`src/inc/dcp_regs.svh`:
```
// Register offsets, field positions, reset values and limits of the drawing coprocessor parameter bank.
`ifndef DCP_REGS_SVH
`define DCP_REGS_SVH
`define DCP_OFF_CARRY 8'h54
`define DCP_OFF_FRONT 8'h58
`define DCP_OFF_BACK 8'h5C
`define DCP_OFF_DIM1 8'h60
`define DCP_OFF_DIM2 8'h62
`define DCP_OFF_MASKX 8'h6C
`define DCP_OFF_MASKY 8'h6E
`define DCP_OFF_SRCX 8'h70
`define DCP_OFF_SRCY 8'h72
`define DCP_OFF_PATX 8'h74
`define DCP_OFF_PATY 8'h76
`define DCP_OFF_DSTX 8'h78
`define DCP_OFF_DSTY 8'h7A
`define DCP_OFF_PIXOP 8'h7C
`define DCP_OFF_CTRL 8'h80
`define DCP_OFF_STAT 8'h84
`define DCP_POS_BS 30
`define DCP_POS_FS 28
`define DCP_POS_STEP 24
`define DCP_RST_WORD 32'h0000_0000
`define DCP_RST_HALF 16'h0000
`define DCP_UMAX 16'h0FFF
`define DCP_SEL_FIXED 2'h0
`define DCP_SEL_SRCMAP 2'h2
`endif

```
`src/inc/dcp_pkg.sv`:
```
// Types shared by both ends of the drawing coprocessor parameter link.
package dcp_pkg;
  // Which half-words of a register write are valid.
  typedef logic [1:0] dcp_lanes_t;
  // Host-side sequencer states.
  typedef enum logic [1:0] {DCP_IDLE, DCP_WR, DCP_RD, DCP_WAIT} dcp_host_state_t;
endpackage

```
`src/inc/dcp_if.sv`:
```
// Interface joining the host register port and the coprocessor register bank.
`timescale 1ns/100ps
`default_nettype none
interface dcp_if;
  logic [7:0] addr;
  logic [31:0] wdata;
  logic [3:0] be;
  logic wr;
  logic rd;
  logic [31:0] rdata;
  modport dev (input addr, input wdata, input be, input wr, input rd, output rdata);
  modport host (output addr, output wdata, output be, output wr, output rd, input rdata);
endinterface
`default_nettype wire

```
`src/verilog/dcp_device.sv`:
```
// Coprocessor parameter register bank with a one-pixel masked ALU and operation launch.
//
// The address-and-strobe port was decided locally.
`timescale 1ns/100ps
`default_nettype none
`include "dcp_regs.svh"
// Behaviour
// - Write-disabled bits excluded from mixes and compare.
// - Masks and colours used only to pixel depth.
// - Carry mask bit gates carry to next.
// - Carry mask covers add mixes and compare; here the compare is a plain masked equality that ignores the carry mask.
// - No carry out of pixel top bit.
// - Fixed foreground selection uses foreground colour.
// - Fixed background selection uses background colour.
// - Dimension one is width or length minus one.
// - Dimension two is height minus one.
// - Host keeps unsigned values within 0..4095.
// - Mask origin offsets relative to destination origin.
// - Source coordinates readable, writable, current position.
// - Pattern coordinates readable, writable, current position.
// - Destination coordinates signed, -2048 to +6143.
// - Pixel op write defines flow, starts operations.
// - Pixel op byte layout independent of ordering.
// - Operation starts on write of byte three.
// - Front source 00 fixed, 10 source map.
module dcp_device
  import dcp_pkg::*;
#(
  parameter int PIX_W = 8
) (
  // Clock and reset.
  input wire logic clock_in,
  input wire logic nrst_in,
  // Register port from the host.
  dcp_if.dev bus,
  // Pixel datapath on the user side.
  input wire logic [PIX_W-1:0] src_pix_in,
  input wire logic [PIX_W-1:0] dst_pix_in,
  input wire logic pat_pix_in,
  input wire logic [PIX_W-1:0] pix_mask_in,
  input wire logic [PIX_W-1:0] cmp_val_in,
  input wire logic step_in,
  input wire logic done_in,
  output logic [PIX_W-1:0] mix_out,
  output logic cmp_eq_out,
  output logic start_out,
  output logic busy_out,
  output logic [31:0] pixel_op_out,
  output logic [15:0] dim1_out,
  output logic [15:0] dim2_out,
  output logic [15:0] mask_x_out,
  output logic [15:0] mask_y_out,
  output logic [15:0] dst_x_out,
  output logic [15:0] dst_y_out
);
  logic [31:0] carry_propagate_mask_r; // Carry chain mask.
  logic [31:0] fixed_front_colour_r; // Fixed foreground colour.
  logic [31:0] fixed_back_colour_r; // Fixed background colour.
  logic [15:0] src_coord_x_r;
  logic [15:0] src_coord_y_r;
  logic [15:0] pat_coord_x_r;
  logic [15:0] pat_coord_y_r;
  logic [31:0] rdata_r; // Read data, valid one cycle after the strobe.
  logic start_r; // One-cycle launch pulse.
  logic busy_r; // Operation in progress.
  logic [PIX_W-1:0] operand; // Selected second operand.

  // Merges the enabled bytes of a write into a 32-bit register.
  function automatic logic [31:0] merge32(input logic [31:0] old, input logic [31:0] d, input logic [3:0] be);
    logic [31:0] r;
    r = old;
    for (int i = 0; i < 4; i++) begin
      if (be[i]) begin
        r[i*8 +: 8] = d[i*8 +: 8];
      end
    end
    return r;
  endfunction

  // Merges into a half-word register; the hi argument picks the upper lane pair.
  function automatic logic [15:0] merge16(input logic [15:0] old, input logic [31:0] d, input logic [3:0] be,
                                          input logic hi);
    logic [15:0] r;
    r = old;
    if (be[{hi, 1'b0}]) begin
      r[7:0] = hi ? d[23:16] : d[7:0];
    end
    if (be[{hi, 1'b1}]) begin
      r[15:8] = hi ? d[31:24] : d[15:8];
    end
    return r;
  endfunction

  // Word-aligned decode helper; half-word registers share the word of their pair.
  function automatic logic hit(input logic [7:0] a, input logic [7:0] off);
    return (a[7:2] == off[7:2]);
  endfunction

  logic wr_carry, wr_front, wr_back, wr_pixop, wr_dim, wr_mask, wr_src, wr_pat, wr_dst;
  assign wr_carry = bus.wr && hit(bus.addr, `DCP_OFF_CARRY);
  assign wr_front = bus.wr && hit(bus.addr, `DCP_OFF_FRONT);
  assign wr_back = bus.wr && hit(bus.addr, `DCP_OFF_BACK);
  assign wr_pixop = bus.wr && hit(bus.addr, `DCP_OFF_PIXOP);
  assign wr_dim = bus.wr && hit(bus.addr, `DCP_OFF_DIM1);
  assign wr_mask = bus.wr && hit(bus.addr, `DCP_OFF_MASKX);
  assign wr_src = bus.wr && hit(bus.addr, `DCP_OFF_SRCX);
  assign wr_pat = bus.wr && hit(bus.addr, `DCP_OFF_PATX);
  assign wr_dst = bus.wr && hit(bus.addr, `DCP_OFF_DSTX);

  // Full-word colour and mask registers take byte-enabled writes.
  always_ff @(posedge clock_in or negedge nrst_in) begin
    if (!nrst_in) begin
      carry_propagate_mask_r <= `DCP_RST_WORD;
      fixed_front_colour_r <= `DCP_RST_WORD;
      fixed_back_colour_r <= `DCP_RST_WORD;
    end else begin
      if (wr_carry) begin
        carry_propagate_mask_r <= merge32(carry_propagate_mask_r, bus.wdata, bus.be);
      end
      if (wr_front) begin
        fixed_front_colour_r <= merge32(fixed_front_colour_r, bus.wdata, bus.be);
      end
      if (wr_back) begin
        fixed_back_colour_r <= merge32(fixed_back_colour_r, bus.wdata, bus.be);
      end
    end
  end

  // Pixel op register: same lane layout for any byte order, no swap applied.
  always_ff @(posedge clock_in or negedge nrst_in) begin
    if (!nrst_in) begin
      pixel_op_out <= `DCP_RST_WORD;
    end else if (wr_pixop) begin
      pixel_op_out <= merge32(pixel_op_out, bus.wdata, bus.be);
    end
  end

  // Launch only when byte three lands, so split writes must finish with it.
  always_ff @(posedge clock_in or negedge nrst_in) begin
    if (!nrst_in) begin
      start_r <= 1'b0;
      busy_r <= 1'b0;
    end else begin
      start_r <= wr_pixop && bus.be[3];
      if (start_r) begin
        busy_r <= 1'b1;
      end else if (done_in) begin
        busy_r <= 1'b0;
      end
    end
  end
  assign start_out = start_r;
  assign busy_out = busy_r;

  // Dimensions and mask origin are stored as written; the engine adds one.
  always_ff @(posedge clock_in or negedge nrst_in) begin
    if (!nrst_in) begin
      dim1_out <= `DCP_RST_HALF;
      dim2_out <= `DCP_RST_HALF;
      mask_x_out <= `DCP_RST_HALF;
      mask_y_out <= `DCP_RST_HALF;
    end else begin
      if (wr_dim) begin
        dim1_out <= merge16(dim1_out, bus.wdata, bus.be, 1'b0);
        dim2_out <= merge16(dim2_out, bus.wdata, bus.be, 1'b1);
      end
      if (wr_mask) begin
        mask_x_out <= merge16(mask_x_out, bus.wdata, bus.be, 1'b0);
        mask_y_out <= merge16(mask_y_out, bus.wdata, bus.be, 1'b1);
      end
    end
  end

  // Coordinates: host writes win; otherwise each step while busy advances the X positions by one.
  always_ff @(posedge clock_in or negedge nrst_in) begin
    if (!nrst_in) begin
      src_coord_x_r <= `DCP_RST_HALF;
      src_coord_y_r <= `DCP_RST_HALF;
      pat_coord_x_r <= `DCP_RST_HALF;
      pat_coord_y_r <= `DCP_RST_HALF;
      dst_x_out <= `DCP_RST_HALF;
      dst_y_out <= `DCP_RST_HALF;
    end else if (wr_src || wr_pat || wr_dst) begin
      if (wr_src) begin
        src_coord_x_r <= merge16(src_coord_x_r, bus.wdata, bus.be, 1'b0);
        src_coord_y_r <= merge16(src_coord_y_r, bus.wdata, bus.be, 1'b1);
      end
      if (wr_pat) begin
        pat_coord_x_r <= merge16(pat_coord_x_r, bus.wdata, bus.be, 1'b0);
        pat_coord_y_r <= merge16(pat_coord_y_r, bus.wdata, bus.be, 1'b1);
      end
      if (wr_dst) begin
        dst_x_out <= merge16(dst_x_out, bus.wdata, bus.be, 1'b0);
        dst_y_out <= merge16(dst_y_out, bus.wdata, bus.be, 1'b1);
      end
    end else if (busy_r && step_in) begin
      // Simple X stepping; the full octant walk lives in the address engine.
      src_coord_x_r <= src_coord_x_r + 16'h0001;
      pat_coord_x_r <= pat_coord_x_r + 16'h0001;
      dst_x_out <= dst_x_out + 16'h0001;
    end
  end

  // Read mux: coordinates read back; write-only offsets return zero with no side effect.
  always_ff @(posedge clock_in or negedge nrst_in) begin
    if (!nrst_in) begin
      rdata_r <= `DCP_RST_WORD;
    end else if (bus.rd) begin
      if (hit(bus.addr, `DCP_OFF_SRCX)) begin
        rdata_r <= {src_coord_y_r, src_coord_x_r};
      end else if (hit(bus.addr, `DCP_OFF_PATX)) begin
        rdata_r <= {pat_coord_y_r, pat_coord_x_r};
      end else if (hit(bus.addr, `DCP_OFF_DSTX)) begin
        rdata_r <= {dst_y_out, dst_x_out};
      end else if (hit(bus.addr, `DCP_OFF_STAT)) begin
        rdata_r <= {30'h0000_0000, start_r, busy_r};
      end else begin
        rdata_r <= `DCP_RST_WORD;
      end
    end
  end
  assign bus.rdata = rdata_r;

  // Operand select by pattern pixel; reserved codes fall back to the fixed colour.
  always_comb begin
    logic [1:0] sel;
    sel = pat_pix_in ? pixel_op_out[`DCP_POS_FS +: 2] : pixel_op_out[`DCP_POS_BS +: 2];
    if (sel == `DCP_SEL_SRCMAP) begin
      operand = src_pix_in;
    end else if (pat_pix_in) begin
      operand = fixed_front_colour_r[PIX_W-1:0];
    end else begin
      operand = fixed_back_colour_r[PIX_W-1:0];
    end
  end

  // Ripple adder whose carry chain is cut by the low carry-mask bits and by the pixel mask.
  // Masked-off bits see zero operands, so they neither produce nor pass a carry.
  function automatic logic [PIX_W-1:0] seg_add(input logic [PIX_W-1:0] a, input logic [PIX_W-1:0] b,
                                               input logic [PIX_W-1:0] en, input logic [PIX_W-1:0] cm,
                                               input logic cin);
    logic [PIX_W-1:0] s;
    logic c;
    s = '0;
    c = cin;
    for (int i = 0; i < PIX_W; i++) begin
      s[i] = (a[i] & en[i]) ^ (b[i] & en[i]) ^ (c & en[i]);
      c = (((a[i] & b[i]) | (c & (a[i] ^ b[i]))) & en[i]) & cm[i];
    end
    return s; // Final carry dropped: nothing leaves the top bit.
  endfunction

  // Additive mix output and masked compare (equal on every enabled bit; the carry mask is not used).
  always_ff @(posedge clock_in or negedge nrst_in) begin
    if (!nrst_in) begin
      mix_out <= '0;
      cmp_eq_out <= 1'b0;
    end else begin
      mix_out <= seg_add(dst_pix_in, operand, pix_mask_in, carry_propagate_mask_r[PIX_W-1:0], 1'b0);
      cmp_eq_out <= ((dst_pix_in & pix_mask_in) == (cmp_val_in & pix_mask_in));
    end
  end
endmodule
`default_nettype wire

```
`src/flat_wrapper.sv`:
```
// flat-port wrapper written by rule: the top's interface ports become plain ports
module dcp_device_flat import dcp_pkg::*;
#(
  parameter int PIX_W = 8
)
  (clock_in, nrst_in, src_pix_in, dst_pix_in, pat_pix_in, pix_mask_in, cmp_val_in, step_in, done_in, mix_out, cmp_eq_out, start_out, busy_out, pixel_op_out, dim1_out, dim2_out, mask_x_out, mask_y_out, dst_x_out, dst_y_out, bus_addr, bus_wdata, bus_be, bus_wr, bus_rd, bus_rdata);
  dcp_if bus_i ();
  input wire logic clock_in;
  input wire logic nrst_in;
  input wire logic [PIX_W-1:0] src_pix_in;
  input wire logic [PIX_W-1:0] dst_pix_in;
  input wire logic pat_pix_in;
  input wire logic [PIX_W-1:0] pix_mask_in;
  input wire logic [PIX_W-1:0] cmp_val_in;
  input wire logic step_in;
  input wire logic done_in;
  output logic [PIX_W-1:0] mix_out;
  output logic cmp_eq_out;
  output logic start_out;
  output logic busy_out;
  output logic [31:0] pixel_op_out;
  output logic [15:0] dim1_out;
  output logic [15:0] dim2_out;
  output logic [15:0] mask_x_out;
  output logic [15:0] mask_y_out;
  output logic [15:0] dst_x_out;
  output logic [15:0] dst_y_out;
  input wire logic [$bits(bus_i.addr)-1:0] bus_addr;
  input wire logic [$bits(bus_i.wdata)-1:0] bus_wdata;
  input wire logic [$bits(bus_i.be)-1:0] bus_be;
  input wire logic [$bits(bus_i.wr)-1:0] bus_wr;
  input wire logic [$bits(bus_i.rd)-1:0] bus_rd;
  output wire logic [$bits(bus_i.rdata)-1:0] bus_rdata;
  assign bus_i.addr = bus_addr;
  assign bus_i.wdata = bus_wdata;
  assign bus_i.be = bus_be;
  assign bus_i.wr = bus_wr;
  assign bus_i.rd = bus_rd;
  assign bus_rdata = bus_i.rdata;
  dcp_device #(.PIX_W(PIX_W)) u_core (.clock_in(clock_in), .nrst_in(nrst_in), .bus(bus_i), .src_pix_in(src_pix_in), .dst_pix_in(dst_pix_in), .pat_pix_in(pat_pix_in), .pix_mask_in(pix_mask_in), .cmp_val_in(cmp_val_in), .step_in(step_in), .done_in(done_in), .mix_out(mix_out), .cmp_eq_out(cmp_eq_out), .start_out(start_out), .busy_out(busy_out), .pixel_op_out(pixel_op_out), .dim1_out(dim1_out), .dim2_out(dim2_out), .mask_x_out(mask_x_out), .mask_y_out(mask_y_out), .dst_x_out(dst_x_out), .dst_y_out(dst_y_out));
endmodule
```
`config.mk`:
```
export PLATFORM = sky130hd
export DESIGN_NAME = dcp_device_flat
export DESIGN_NICKNAME = d
export VERILOG_FILES = /design/src/inc/dcp_pkg.sv /design/src/inc/dcp_if.sv /design/src/verilog/dcp_device.sv /design/src/flat_wrapper.sv
export VERILOG_INCLUDE_DIRS = /design/src /design/src/inc
export SDC_FILE = /design/constraint.sdc
export NUM_CORES = 1
export LEC_CHECK = 0
export BUFFER_PORTS_ARGS = -buffer_cell sky130_fd_sc_hd__buf_2
export CAP_MARGIN = 20
export CORE_AREA = 5 5 217 114
export DETAILED_ROUTE_END_ITERATION = 12
export DIE_AREA = 0 0 222 119
export PLACE_DENSITY = 0.84
export SLEW_MARGIN = 20
export SYNTH_ARGS = -nofsm -noshare
export SYNTH_HDL_FRONTEND = slang
export SYNTH_SLANG_ARGS = --single-unit
```
`constraint.sdc`:
```
create_clock -name clock_in -period 3.07 [get_ports clock_in]
set_input_delay 0.1535 -clock clock_in [delete_from_list [all_inputs] [get_ports clock_in]]
set_output_delay 0.1535 -clock clock_in [all_outputs]
set_load 0.02 [all_outputs]
```
==> flow_metrics.env <==
export IMPL_finalSetupViolCount=0
export IMPL_cpLargestDelayFamily="simple AND/OR/NAND/NOR gates"
export IMPL_io_buffer_count=251
export IMPL_grt_pass1_wl_um=55790
export IMPL_crit_top_cell="inv_1"
export IMPL_clockRootBuffer="clkbuf_16"
export IMPL_yosys_register_bits=258
export IMPL_synth_nets=1167
export IMPL_synth_main_ff_cell="dfrtp_1"
export IMPL_dieArea_um2=26420
export IMPL_grt_pass1_vias=9791
export IMPL_start_util_pct=54.16
export IMPL_grt_antenna_before_repair=3
export IMPL_insertion_delay_ps=540
export IMPL_period_share_pct=98.15
export IMPL_rsz0062_at_grt="true"
export IMPL_chipHeight_um=119
export IMPL_hold_viol=0
export IMPL_cts_num_sinks=258
export IMPL_synthTopCellsByArea="dfrtp_1 (53%), mux2_2 (14%), mux2i_1 (3.4%)"
export IMPL_finClkSkew_ps=16.91
export IMPL_cp_arrival_ps=3430
export IMPL_ir_worst_vdd_v=0.0004135
export IMPL_wirelength_um=35250
export IMPL_numCtsBuffers=24
export IMPL_p_per_area_nw_per_um2=526.1
export IMPL_slowest_stage="or4b_4"
export IMPL_avgRoutedWirePerCell_um=20.86
export IMPL_crit_buf_inv=3
export IMPL_drive_above_1_share_pct=35.00
export IMPL_nets=1457
export IMPL_yosys_warnings=0
export IMPL_hpwlAfterDp_um=24830
export IMPL_pin_count=254
export IMPL_finalMaxSlewViolations=0
export IMPL_drc=0
export IMPL_grt_max_degree=120
export IMPL_grt_overflow_total=0
export IMPL_final_min_clock_period_ps=3013
export IMPL_clk_path_buf_depth=3
export IMPL_htree_num_levels=1
export IMPL_via_per_inst=5.910
export IMPL_slew_headroom_pct=39.47
export IMPL_path_class="reg2reg"
export IMPL_dp_cells=1601
export IMPL_tightest_slew_ps=907.9
export IMPL_path_clk_slew_ps=70
export IMPL_synth_edf_count=0
export IMPL_max_freq_mhz=331.9
export IMPL_ys_types=56
export IMPL_cpPeakStageDelay_ps=540
export IMPL_cp_start_kind="register"
export IMPL_ant_nets=0
export IMPL_max_cap_violations=0
export IMPL_critPathLaunch="u_core.pixel_op_out[29]"
export IMPL_rows=39
export IMPL_status="finished clean"
export IMPL_seq_area_frac_synth_pct=53.11
export IMPL_yosys_area_top_type_share_pct=53.11
export IMPL_coreArea_um2=22450
export IMPL_min_from="dst_pix_in[7]"
export IMPL_yosysMostFrequentCell="dfrtp_1"
export IMPL_syn_inst=1075
export IMPL_cts_tree="built"
export IMPL_avgSynthCellArea_um2=11.31
export IMPL_end_kind="register"
export IMPL_place_gp_congestion=0.9161
export IMPL_area_delta_synth_final_pct=23.71
export IMPL_synth_top_area_cell="dfrtp_1"
export IMPL_r2r_start="u_core.pixel_op_out[29]"
export IMPL_synthTopCellsByCount="dfrtp_1 (258), mux2_2 (149), nor2_1 (78)"
export IMPL_drt_iter0_markers=1011
export IMPL_vias=9988
export IMPL_final_cells=1690
export IMPL_grtUsageTotal_pct=26.06
export IMPL_required_ps=3490
export IMPL_crit_chain="nor2b_4 -> mux2i_4 -> buf_4 -> mux2_2 -> inv_1 -> ha_1 -> inv_1 -> nor4_2 -> or4b_4 -> a31oi_2 -> xor3_1 -> and2_1"
export IMPL_drtPass1Iterations=5
export IMPL_whs_ps=27.49
export IMPL_hp_class="in2reg"
export IMPL_power_leakage_nw=7.637
export IMPL_synth_area_um2=12160
export IMPL_cp_max_fo=4
export IMPL_synth_async_reset_ratio_pct=100.0
export IMPL_die_w_um=222
## where the power goes
group / leakage (nW) / total [mW] / internal, mW / switching [mW]
Combinational: 3.75 / 1.10 / 0.463 / 0.641
Sequential: 3.50 / 3.76 / 3.62 / 0.145
Clock: 0.388 / 3.04 / 1.70 / 1.34
## metal layers
layer	vias to the layer above	GRT usage, %	share of wire, %
met2	463	37.97	43
met3	71	6.809	8.8
met4	2	6.002	2.3
li1	4471	-	-
met5	-	1.075	0.12
met1	4981	39.30	45
## per-stage QoR
| stage | setup TNS [ps] | worst slack, ps | power (mW) | util (%) | cell area, um^2 |
|---|---|---|---|---|---|
| 2_1_floorplan | 0 | 186.4 | 4.399 | - | 12160 |
| 3_3_place_gp | 0 | 213.0 | 4.832 | 61.47 | 13800 |
| 3_5_place_dp | 0 | 100.6 | 4.872 | 61.47 | 13800 |
| 4_1_cts | 0 | 2.977 | 7.951 | 66.74 | 14980 |
| 5_1_grt | -62.36 | -58.09 | 8.238 | 67.00 | 15040 |
| 6_report | 0 | 56.85 | 7.912 | 67.00 | 15040 |
## path summary, 6_finish.rpt
kind | endpoint | slack (ps) | cells past startpoint
max in group asynchronous | u_core.carry_propagate_mask_r[3] | 1880 | 3
min reg2reg | u_core.fixed_back_colour_r[5] | 480 | 1
min | u_core.mix_out[7] | 30 | 4
min in group asynchronous | u_core.dim1_out[13] | 310 | 2
max | u_core.mix_out[6] | 60 | 12
max reg2reg | u_core.mix_out[6] | 60 | 12
## flip-flops by register name, indices dropped and copies added (netlist names), 16 cells and up
| name | cells |
|---|---|
| u_core.pat_coord_y_r | 16 |
| u_core.src_coord_x_r | 16 |
| u_core.src_coord_y_r | 16 |
| u_core.bus.rdata | 32 |
| u_core.dim1_out | 16 |
| u_core.pat_coord_x_r | 16 |
| u_core.dim2_out | 16 |
| u_core.pixel_op_out | 32 |
| u_core.mask_y_out | 16 |
| u_core.dst_y_out | 16 |
| u_core.mask_x_out | 16 |
| u_core.dst_x_out | 16 |
## kinds of logic after synthesis
logic type,Yosys count,share of synthesized area (%)
simple gates,244,9.829
compound gates,235,12.13
mux,209,19.03
buf+inv,103,3.376
flops,258,53.11
xor+xnor,17,1.595
fa+ha+maj,9,0.9263
## worst register-to-register path, delay by kind of cell, from the launching register on
family | cells | cell delay, ps
AOI/OAI and AO/OA | 1 | 210
xor gates and xnor gates | 1 | 260
buffers and inverters | 3 | 280
adders and majority gates | 1 | 120
DFF | 1 | 400
muxes | 2 | 540
and+or+nand+nor | 4 | 1110
## cell usage in the layout, fill, tap and decap left out, types with 10 or more instances in the layout
| master | instances |
|---|---|
| a21oi_1 | 77 |
| a31oi_1 | 24 |
| and2_1 | 17 |
| and3_1 | 15 |
| buf_2 | 250 |
| buf_4 | 20 |
| clkbuf_16 | 25 |
| dfrtp_1 | 258 |
| dlygate4sd3_1 | 40 |
| inv_1 | 51 |
| mux2_1 | 18 |
| mux2_2 | 149 |
| mux2i_1 | 41 |
| nand2_1 | 50 |
| nand3_1 | 36 |
| nor2_1 | 78 |
| o21ai_0 | 32 |
| o22a_1 | 20 |
| o22ai_1 | 36 |
| xor2_1 | 10 |
## timing repair
action	CTS	global route
setup buffers	0	5
setup endpoints to repair	0	3
resized for setup	0	2
hold buffers	40	0
endpoints found under the hold margin	277	0
## area by class of cell
cell class / count / area (um^2)
fill: 1709 / 7407
sequential: 258 / 6456
multi-input combinational: 714 / 5315
timing repair buffer: 315 / 1897
clock buffer: 28 / 656.9
tap: 307 / 384.1
inverter: 52 / 195.2
clock inverter: 13 / 127.6
antenna: 3 / 7.507
Power figures use the tool's default switching activity.
